$ cat src/include/ifd_regs.svh
`ifndef IFD_REGS_SVH
`define IFD_REGS_SVH

// ==========================================
// Field positions of the instruction word
`define IFD_OPC_HI 15
`define IFD_OPC_LO 10
`define IFD_DST_HI 9
`define IFD_DST_LO 5
`define IFD_SRC_HI 4
`define IFD_SRC_LO 0
`define IFD_BOPC_HI 15
`define IFD_BOPC_LO 13
`define IFD_COND_HI 12
`define IFD_COND_LO 9
`define IFD_BOFS_HI 8
`define IFD_BOFS_LO 1
`define IFD_WIDE_HI 31
`define IFD_WIDE_LO 16
`define IFD_SUB_HI 31
`define IFD_SUB_LO 26

// ==========================================
// Opcode values
`define IFD_LONG_MIN 6'h28
`define IFD_OPC_ADD_R 6'h01
`define IFD_OPC_AND_R 6'h0D
`define IFD_OPC_ADD_I 6'h11
`define IFD_OPC_BITSTR 6'h1F
`define IFD_OPC_JUMP 6'h2A
`define IFD_OPC_ADD_W 6'h29
`define IFD_OPC_AND_W 6'h2D
`define IFD_OPC_EXT 6'h3E
`define IFD_SUB_FADD 6'h04
`define IFD_BS_AND 5'h09
`define IFD_BS_ANDN 5'h0D
`define IFD_BOPC_BRANCH 3'h4

// ==========================================
// Condition codes
`define IFD_CC_CARRY 4'h1
`define IFD_CC_EQUAL 4'h2
`define IFD_CC_GE 4'hE
`define IFD_CC_GT 4'hF

// ==========================================
// Fixed bit-string registers, reset PC, address steps
`define IFD_BS_SRC_REG 5'h1E
`define IFD_BS_DST_REG 5'h1D
`define IFD_RESET_PC 32'h0000_0000
`define IFD_HALF_STEP 32'h0000_0002
`define IFD_WORD_STEP 32'h0000_0004

`endif

$ cat src/include/ifd_pkg.sv
package ifd_pkg;

  // ==========================================
  // Sequencer states
  typedef enum logic [1:0] {
    FETCH_LO,
    FETCH_HI,
    EXEC
  } ifd_state_t;

  // ==========================================
  // Operations carried out by the datapath
  typedef enum logic [2:0] {
    OP_NONE,
    OP_ADD,
    OP_FADD,
    OP_AND,
    OP_AND_W,
    OP_BSAND,
    OP_BSANDN
  } ifd_op_t;

endpackage : ifd_pkg

$ cat src/ifd_core.sv
`timescale 1ns/10ps
`include "ifd_regs.svh"

module ifd_core #(
  parameter logic [31:0] RESET_PC = `IFD_RESET_PC
) (
  input wire logic core_clk,
  input wire logic rst,
  output logic fetchReq,
  output logic [31:0] fetchAddr,
  input wire logic [15:0] fetchData,
  input wire logic fetchAck,
  output logic wbValid,
  output logic [4:0] wbIdx,
  output logic [31:0] wbData,
  output logic carryFlag,
  output logic signedRangeFlag,
  output logic negativeFlag,
  output logic equalResultFlag,
  output logic branchTaken
);
  import ifd_pkg::*;

  ifd_state_t state_q;
  logic [31:0] pc_q;
  logic [31:0] insn_q;
  logic [31:0] gpr [32];
  logic [5:0] opc;
  logic [4:0] dstField, srcField, shortImm, wrIdx;
  logic [2:0] brOpc;
  logic [3:0] condCode;
  logic [8:0] branchOffset;
  logic [25:0] jumpOffset;
  logic [15:0] wideField;
  logic [5:0] subOpc;
  logic isLong, condHolds, brTaken, jmpTaken;
  ifd_op_t op;
  logic [31:0] srcVal, dstVal, aluRes, nextPc;
  logic carryN, rangeN, sN, zN;

  // ==========================================
  // Field extraction from the assembled word
  assign opc = insn_q[`IFD_OPC_HI:`IFD_OPC_LO];
  assign dstField = insn_q[`IFD_DST_HI:`IFD_DST_LO];
  assign srcField = insn_q[`IFD_SRC_HI:`IFD_SRC_LO];
  assign shortImm = insn_q[`IFD_SRC_HI:`IFD_SRC_LO];
  assign brOpc = insn_q[`IFD_BOPC_HI:`IFD_BOPC_LO];
  assign condCode = insn_q[`IFD_COND_HI:`IFD_COND_LO];
  assign branchOffset = {insn_q[`IFD_BOFS_HI:`IFD_BOFS_LO], 1'b0};
  assign jumpOffset = {insn_q[`IFD_DST_HI:`IFD_SRC_LO], insn_q[`IFD_WIDE_HI:`IFD_WIDE_LO + 1], 1'b0};
  assign wideField = insn_q[`IFD_WIDE_HI:`IFD_WIDE_LO];
  assign subOpc = insn_q[`IFD_SUB_HI:`IFD_SUB_LO];
  assign isLong = (opc >= `IFD_LONG_MIN) && (brOpc != `IFD_BOPC_BRANCH);

  // ==========================================
  // Operation select and operand routing
  always_comb begin
    op = OP_NONE;
    srcVal = gpr[srcField];
    dstVal = gpr[dstField];
    wrIdx = dstField;
    if (brOpc != `IFD_BOPC_BRANCH) begin
      unique case (opc)
        `IFD_OPC_ADD_R: op = OP_ADD;
        `IFD_OPC_AND_R: op = OP_AND;
        `IFD_OPC_ADD_I: begin
          op = OP_ADD;
          srcVal = {{27{shortImm[4]}}, shortImm};
        end
        `IFD_OPC_ADD_W, `IFD_OPC_AND_W: begin
          op = (opc == `IFD_OPC_ADD_W) ? OP_ADD : OP_AND_W;
          srcVal = {{16{wideField[15]}}, wideField};
          dstVal = gpr[srcField];
        end
        `IFD_OPC_EXT: if (subOpc == `IFD_SUB_FADD) op = OP_FADD;
        `IFD_OPC_BITSTR: begin
          if (shortImm == `IFD_BS_AND) op = OP_BSAND;
          if (shortImm == `IFD_BS_ANDN) op = OP_BSANDN;
          srcVal = gpr[`IFD_BS_SRC_REG];
          dstVal = gpr[`IFD_BS_DST_REG];
          wrIdx = `IFD_BS_DST_REG;
        end
        default: op = OP_NONE;
      endcase
    end
  end

  // ==========================================
  // Branch condition and next address
  always_comb begin
    unique case (condCode)
      `IFD_CC_CARRY: condHolds = carryFlag;
      `IFD_CC_EQUAL: condHolds = equalResultFlag;
      `IFD_CC_GE: condHolds = !(negativeFlag ^ signedRangeFlag);
      `IFD_CC_GT: condHolds = !((negativeFlag ^ signedRangeFlag) | equalResultFlag);
      default: condHolds = 1'b0;
    endcase
    brTaken = (brOpc == `IFD_BOPC_BRANCH) && condHolds;
    jmpTaken = !isLong ? 1'b0 : (opc == `IFD_OPC_JUMP);
    if (brTaken) nextPc = pc_q + {{23{branchOffset[8]}}, branchOffset};
    else if (jmpTaken) nextPc = pc_q + {{6{jumpOffset[25]}}, jumpOffset};
    else nextPc = pc_q + (isLong ? `IFD_WORD_STEP : `IFD_HALF_STEP);
  end

  ifd_alu u_alu (
    .op(op),
    .srcVal(srcVal),
    .dstVal(dstVal),
    .carryIn(carryFlag),
    .rangeIn(signedRangeFlag),
    .sIn(negativeFlag),
    .zIn(equalResultFlag),
    .result(aluRes),
    .carryOut(carryN),
    .rangeOut(rangeN),
    .sOut(sN),
    .zOut(zN)
  );

  // ==========================================
  // Fetch sequencer and halfword assembly
  always_ff @(posedge core_clk or posedge rst) begin
    if (rst) begin
      state_q <= FETCH_LO;
      fetchReq <= 1'b1;
      fetchAddr <= RESET_PC;
      pc_q <= RESET_PC;
      insn_q <= 32'h0000_0000;
    end else begin
      unique case (state_q)
        FETCH_LO: if (fetchAck) begin
          insn_q <= {16'h0000, fetchData};
          if (fetchData[`IFD_OPC_HI:`IFD_OPC_LO] >= `IFD_LONG_MIN &&
              fetchData[`IFD_BOPC_HI:`IFD_BOPC_LO] != `IFD_BOPC_BRANCH) begin
            state_q <= FETCH_HI;
            fetchAddr <= pc_q + `IFD_HALF_STEP;
          end else begin
            state_q <= EXEC;
            fetchReq <= 1'b0;
          end
        end
        FETCH_HI: if (fetchAck) begin
          insn_q[31:16] <= fetchData;
          state_q <= EXEC;
          fetchReq <= 1'b0;
        end
        EXEC: begin
          pc_q <= nextPc;
          fetchAddr <= nextPc;
          fetchReq <= 1'b1;
          state_q <= FETCH_LO;
        end
      endcase
    end
  end

  // ==========================================
  // Flags, write-back report, branch pulse
  always_ff @(posedge core_clk or posedge rst) begin
    if (rst) begin
      carryFlag <= 1'b0;
      signedRangeFlag <= 1'b0;
      negativeFlag <= 1'b0;
      equalResultFlag <= 1'b0;
      wbValid <= 1'b0;
      wbIdx <= 5'h00;
      wbData <= 32'h0000_0000;
      branchTaken <= 1'b0;
    end else begin
      wbValid <= (state_q == EXEC) && (op != OP_NONE);
      branchTaken <= (state_q == EXEC) && brTaken;
      if (state_q == EXEC && op != OP_NONE) begin
        carryFlag <= carryN;
        signedRangeFlag <= rangeN;
        negativeFlag <= sN;
        equalResultFlag <= zN;
        wbIdx <= wrIdx;
        wbData <= aluRes;
      end
    end
  end

  // General-purpose register array, written in the execute cycle
  always_ff @(posedge core_clk) begin
    if (state_q == EXEC && op != OP_NONE) gpr[wrIdx] <= aluRes;
  end

  // ==========================================
  // Checks
  a_half_low: assert property (@(posedge core_clk) disable iff (rst)
    (state_q == FETCH_LO && fetchAck) |=> insn_q[15:0] == $past(fetchData))
    else $error("low halfword not taken first");
  a_long_fetch: assert property (@(posedge core_clk) disable iff (rst)
    (state_q == FETCH_HI) |-> fetchReq && fetchAddr == pc_q + `IFD_HALF_STEP)
    else $error("upper halfword address wrong");
  a_add_sum: assert property (@(posedge core_clk) disable iff (rst)
    (state_q == EXEC && op == OP_ADD) |=> wbValid && wbData == $past(srcVal + dstVal)
      && equalResultFlag == (wbData == 32'h0000_0000) && negativeFlag == wbData[31])
    else $error("add result or flags wrong");
  a_short_ext: assert property (@(posedge core_clk) disable iff (rst)
    (state_q == EXEC && opc == `IFD_OPC_ADD_I && brOpc != `IFD_BOPC_BRANCH)
      |-> srcVal[31:4] == {28{shortImm[4]}})
    else $error("short immediate not sign-extended");
  a_fadd_range: assert property (@(posedge core_clk) disable iff (rst)
    (state_q == EXEC && op == OP_FADD) |=> !signedRangeFlag && carryFlag == wbData[31])
    else $error("float add flags wrong");
  a_and_carry: assert property (@(posedge core_clk) disable iff (rst)
    (state_q == EXEC && (op == OP_AND || op == OP_AND_W)) |=> $stable(carryFlag) && !signedRangeFlag)
    else $error("and touched carry or overflow");
  a_andw_neg: assert property (@(posedge core_clk) disable iff (rst)
    (state_q == EXEC && op == OP_AND_W) |=> !negativeFlag && wbData == $past(srcVal & dstVal))
    else $error("wide and sign flag not cleared");
  a_bs_flags: assert property (@(posedge core_clk) disable iff (rst)
    (state_q == EXEC && (op == OP_BSAND || op == OP_BSANDN)) |=>
      $stable(carryFlag) && $stable(signedRangeFlag) && $stable(negativeFlag) && $stable(equalResultFlag))
    else $error("bit-string op changed flags");
  a_branch_tgt: assert property (@(posedge core_clk) disable iff (rst)
    (state_q == EXEC && brTaken) |=> branchTaken && $stable(carryFlag) && $stable(equalResultFlag)
      && fetchAddr == $past(pc_q) + {{23{$past(branchOffset[8])}}, $past(branchOffset)})
    else $error("branch target wrong");

endmodule : ifd_core

$ cat src/ifd_alu.sv
`timescale 1ns/10ps
module ifd_alu (
  input wire ifd_pkg::ifd_op_t op,
  input wire logic [31:0] srcVal,
  input wire logic [31:0] dstVal,
  input wire logic carryIn,
  input wire logic rangeIn,
  input wire logic sIn,
  input wire logic zIn,
  output logic [31:0] result,
  output logic carryOut,
  output logic rangeOut,
  output logic sOut,
  output logic zOut
);
  import ifd_pkg::*;

  logic [32:0] sum;
  logic [7:0] fEx, fEy, fSh;
  logic [23:0] fMx, fMy, fMyS;
  logic fSx, fSy;
  logic [24:0] fSum, fNorm;
  logic [4:0] lz;
  logic [9:0] fExp;
  logic [31:0] fRes;

  // ==========================================
  // Single-precision add, truncating, denormals flushed
  always_comb begin
    if ({srcVal[30:23], srcVal[22:0]} >= {dstVal[30:23], dstVal[22:0]}) begin
      {fSx, fEx, fMx[22:0]} = srcVal;
      {fSy, fEy, fMy[22:0]} = dstVal;
    end else begin
      {fSx, fEx, fMx[22:0]} = dstVal;
      {fSy, fEy, fMy[22:0]} = srcVal;
    end
    fMx[23] = |fEx;
    fMy[23] = |fEy;
    if (fEx == 8'h00) fMx = 24'h00_0000; // Flush denormal
    if (fEy == 8'h00) fMy = 24'h00_0000;
    fSh = fEx - fEy;
    fMyS = (fSh > 8'd24) ? 24'h00_0000 : (fMy >> fSh);
    fSum = (fSx == fSy) ? ({1'b0, fMx} + {1'b0, fMyS}) : ({1'b0, fMx} - {1'b0, fMyS});
    lz = 5'd0;
    for (int i = 0; i < 24; i++) begin
      if (fSum[i]) lz = 5'(23 - i);
    end
    fNorm = fSum << lz;
    if (fSum[24]) begin
      fExp = {2'b00, fEx} + 10'd1;
      fRes = {fSx, fExp[7:0], fSum[23:1]};
    end else begin
      fExp = {2'b00, fEx} - {5'b00000, lz};
      fRes = {fSx, fExp[7:0], fNorm[22:0]};
    end
    if (fSum == 25'h000_0000 || fExp[9] || fExp == 10'd0) fRes = 32'h0000_0000;
    else if (fExp >= 10'd255) fRes = {fSx, 8'hFF, 23'h00_0000}; // Saturate to infinity
  end

  // ==========================================
  // Result and flags: set, preserved or cleared per operation
  always_comb begin
    sum = {1'b0, srcVal} + {1'b0, dstVal};
    result = 32'h0000_0000;
    carryOut = carryIn;
    rangeOut = rangeIn;
    sOut = sIn;
    zOut = zIn;
    unique case (op)
      OP_ADD: begin
        result = sum[31:0];
        carryOut = sum[32];
        rangeOut = (srcVal[31] == dstVal[31]) && (sum[31] != srcVal[31]);
        sOut = sum[31];
        zOut = (sum[31:0] == 32'h0000_0000);
      end
      OP_FADD: begin
        result = fRes;
        carryOut = fRes[31];
        rangeOut = 1'b0;
        sOut = fRes[31];
        zOut = (fRes[30:0] == 31'h0000_0000);
      end
      OP_AND: begin
        result = srcVal & dstVal;
        rangeOut = 1'b0;
        sOut = result[31];
        zOut = (result == 32'h0000_0000);
      end
      OP_AND_W: begin
        result = srcVal & dstVal;
        rangeOut = 1'b0;
        sOut = 1'b0;
        zOut = (result == 32'h0000_0000);
      end
      OP_BSAND: result = dstVal & srcVal;
      OP_BSANDN: result = dstVal & ~srcVal;
      OP_NONE: result = 32'h0000_0000;
      default: result = 32'h0000_0000;
    endcase
  end

endmodule : ifd_alu

$ cat config.mk
export PLATFORM = sky130hd
export DESIGN_NAME = ifd_core
export DESIGN_NICKNAME = d
export VERILOG_FILES = /design/src/include/ifd_pkg.sv /design/src/ifd_core.sv /design/src/ifd_alu.sv
export VERILOG_INCLUDE_DIRS = /design/src /design/src/include
export SDC_FILE = /design/constraint.sdc
export NUM_CORES = 2
export LEC_CHECK = 0
export BUFFER_PORTS_ARGS = -buffer_cell sky130_fd_sc_hd__buf_2
export CORE_AREA = 2 2 320 560
export DETAILED_ROUTE_END_ITERATION = 10
export DIE_AREA = 0 0 322 562
export PLACE_DENSITY = 0.61
export SYNTH_ARGS = -nofsm -noshare
export SYNTH_HDL_FRONTEND = slang
export SYNTH_SLANG_ARGS = --single-unit
$ cat constraint.sdc
create_clock -name core_clk -period 40.7 [get_ports core_clk]
set_input_delay 2.035 -clock core_clk [delete_from_list [all_inputs] [get_ports core_clk]]
set_output_delay 2.035 -clock core_clk [all_outputs]
set_load 0.01 [all_outputs]
==> flow_summary.json <==
{
  "run_status": "completed",
  "worstPathArrival_ps": 21150,
  "ys_seq_area_share_pct": 51.4,
  "numClockSinks": 1164,
  "synth_cell_types": 120,
  "rows": 204,
  "worstSetupStartpoint": "insn_q[5]",
  "hold_viol_final": 0,
  "min_delay_path_depth": 2,
  "postCtsHoldBufs": 0,
  "yosys.area_share.simple_pct": 7.77,
  "layout_min_cycle_time_ps": 20820,
  "ys_ff_latch": 1164,
  "cp_top_family": "compound AO/OA/AOI/OAI gates",
  "wl_per_cell_microns": 36.2,
  "rr_worst_depth": 52,
  "ios": 95,
  "finalCritPeriodShare_pct": 51.2,
  "dr.pass1.iters": 8,
  "syn-cell-area_sq_um": 66700,
  "cts_resized": 0,
  "synthFlopType": "edfxtp_1",
  "initial_core_util_pct": 37.8,
  "core_sq_um": 176000,
  "die_area_sq_um": 181000,
  "synth-compound-area-share_pct": 11.2,
  "setup_viol": 0,
  "io_buffers": 93,
  "end_kind": "register",
  "grt_overflow": 0,
  "ant_nets": 0,
  "cts_tree": "yes",
  "cts_setup_buffers": 0,
  "worstHoldStart": "fetchAddr[15]",
  "gp_congestion": 1.04,
  "vias_per_cell": 6.63,
  "finClkSkew_ps": 50.8,
  "drtIter0Drc": 5296,
  "drive_gt1_share_pct": 21.4,
  "netlist_instances": 4885,
  "fin_area_sq_um": 73100,
  "cap_violations": 0,
  "hold_class": "register to register",
  "rsz0062_at_grt": "no",
  "min_to": "fetchAddr[15]",
  "yosysWarningCount": 0,
  "maxSlewHeadroom_pct": 2.88,
  "dieWidth_microns": 322,
  "antenna_found_initial": 18,
  "hpwl_mm": 183,
  "max_clock_freq_mhz": 48.0,
  "syn_to_final_growth_pct": 9.67,
  "async_reset_ff_share_pct": 12.0,
  "grt_max_degree": 119,
  "num-nets-final": 5082,
  "syn_area_per_cell_sq_um": 13.6,
  "fp.dieH_microns": 562,
  "cp.required_ps": 41030,
  "synth-adder-area-share_pct": 3.18,
  "path_buf_inv": 7,
  "rrSetupSlack_ps": 19880,
  "clockBufferDepth": 3,
  "critPathLaunchType": "register",
  "cp_max_fo": 100,
  "clk_latency_ps": 740,
  "vias": 48100,
  "r2r-end": "gpr[18][17]",
  "synth-xor-area-share_pct": 1.81,
  "cp_common_cell": "ha_1",
  "cts.htree.levels": 3,
  "grtUsageTotal_pct": 28.7,
  "max_slew.worst_pin.slew_ps": 1440,
  "grt_pass1_vias": 48200,
  "dpl_cell_area_sq_um": 69800,
  "worst_path_max_delay_cell": "a2111oi_0",
  "drt_wl_total_mm": 262,
  "timing.hold.ws_ps": 460,
  "cts.reportedPaths.clkPinSlew_ps": 70,
  "synth_mux_area_share_pct": 21.2,
  "path_class": "register to register",
  "r2r-start": "insn_q[5]",
  "root_buffer": "clkbuf_16",
  "drc": 0,
  "synth_edf_count": 1024,
  "crit_path_max_incr_delay_ps": 970,
  "drv_slew": 0,
  "cts_made_buffers": 101,
  "syn-num-nets": 5071,
  "tns_ps": 0,
  "grt_pass1_wl_mm": 366,
  "synth_top_family_by_area": "multiplexers"
}
-- placed cells by master (no fill, tap or decap), drive strengths merged, types with 90 or more instances in the layout --
cell type  synthesis  routed
dfrtp            139     139
o21ai            175     175
xnor2             92      92
nor2             251     251
buf              165     241
ha               163     163
mux4             449     449
nand3            141     141
nor3              90      90
mux2i            317     317
clkbuf           166     124
nand2            299     299
a22oi            186     186
edfxtp          1024    1024
inv              146     158
a21oi            148     148
-- state kept, by name, indices dropped and copies added (netlist names), 2 cells and up --
| register | cells |
|---|---|
| gpr | 1024 |
| insn_q | 32 |
| wbData | 32 |
| state_q | 2 |
| fetchAddr | 31 |
| wbIdx | 5 |
| pc_q | 31 |
-- cells in the mapped netlist, types with 33 or more instances --
| library cell | instances | area [sq um] |
|---|---|---|
| a22oi_1 | 186 | 1400 |
| nor3_1 | 89 | 445 |
| buf_2 | 68 | 340 |
| a21o_1 | 47 | 353 |
| edfxtp_1 | 1024 | 30700 |
| a31oi_1 | 48 | 300 |
| a22o_1 | 58 | 508 |
| mux4_2 | 444 | 10000 |
| mux2i_1 | 315 | 3150 |
| xnor2_1 | 90 | 788 |
| dfrtp_1 | 139 | 3480 |
| xor2_1 | 42 | 368 |
| buf_1 | 37 | 139 |
| nor2_1 | 251 | 942 |
| ha_1 | 163 | 2040 |
| o21ai_0 | 147 | 736 |
| mux2_2 | 66 | 743 |
| nand4_1 | 37 | 231 |
| a21oi_1 | 147 | 736 |
| nand3_1 | 139 | 696 |
| inv_1 | 140 | 526 |
| a211oi_1 | 40 | 300 |
| and2_1 | 33 | 206 |
| nand2_1 | 299 | 1120 |
| clkbuf_1 | 166 | 623 |
-- worst reg2reg max path, delay by kind of cell (launching register included) --
| kind | cells | cell delay (ps) |
|---|---|---|
| and+or+nand+nor | 13 | 4680 |
| xor gates and xnor gates | 2 | 530 |
| adders and majority gates | 5 | 2210 |
| muxes | 2 | 1120 |
| DFF | 1 | 620 |
| buffers and inverters | 7 | 3920 |
| AOI/OAI and AO/OA | 23 | 7290 |
-- cell families after synthesis --
logic type | Yosys count
buffers and inverters | 482
flip-flops | 1164
adder cells (fa/ha/maj) | 167
AND/OR/NAND/NOR | 1070
AO/OA/AOI/OAI | 1030
other | 1
XOR/XNOR | 135
multiplexers | 836
-- per-layer routing --
| layer | routed length (microns) | global-route usage (%) | up-vias |
|---|---|---|---|
| li1 | - | - | 19700 |
| met1 | 81000 | 28.9 | 24600 |
| met2 | 131000 | 49.5 | 2781 |
| met3 | 22600 | 6.56 | 1032 |
| met4 | 27600 | 25.0 | 18 |
| met5 | 118 | 0 | - |
-- stage by stage --
stage | std cells | utilization [%] | setup slack [ps]
2_1_floorplan | 4885 | - | 24720
3_3_place_gp | 7059 | 39.6 | 20510
3_5_place_dp | 7059 | 39.6 | 20220
4_1_cts | 7247 | 41.5 | 20060
5_1_grt | 7248 | 41.5 | 18250
6_report | 7254 | 41.5 | 19880
-- layout make-up --
type | count | area, sq um
antenna | 7 | 17.5
multi-input combinational | 3239 | 30500
sequential | 1164 | 34300
inverter | 149 | 564
fill | 16100 | 103000
tap | 2266 | 2840
clock inverter | 64 | 566
clock buffer | 124 | 2720
timing repair buffer | 241 | 1610
-- worst max path at each step --
stage	depth (start not counted)	end	slack, ps
final	52	gpr[18][17]	19880
after global routing	52	gpr[18][17]	18250
after CTS	52	gpr[16][17]	20060
after detailed placement	52	gpr[2][17]	20220
after global placement	52	gpr[22][17]	20510
after floorplan	65	gpr[0][24]	24720
Power is left out: the tool's default activity adds up to more than one toggle a clock period on the data nets, which glitch-free logic cannot reach.
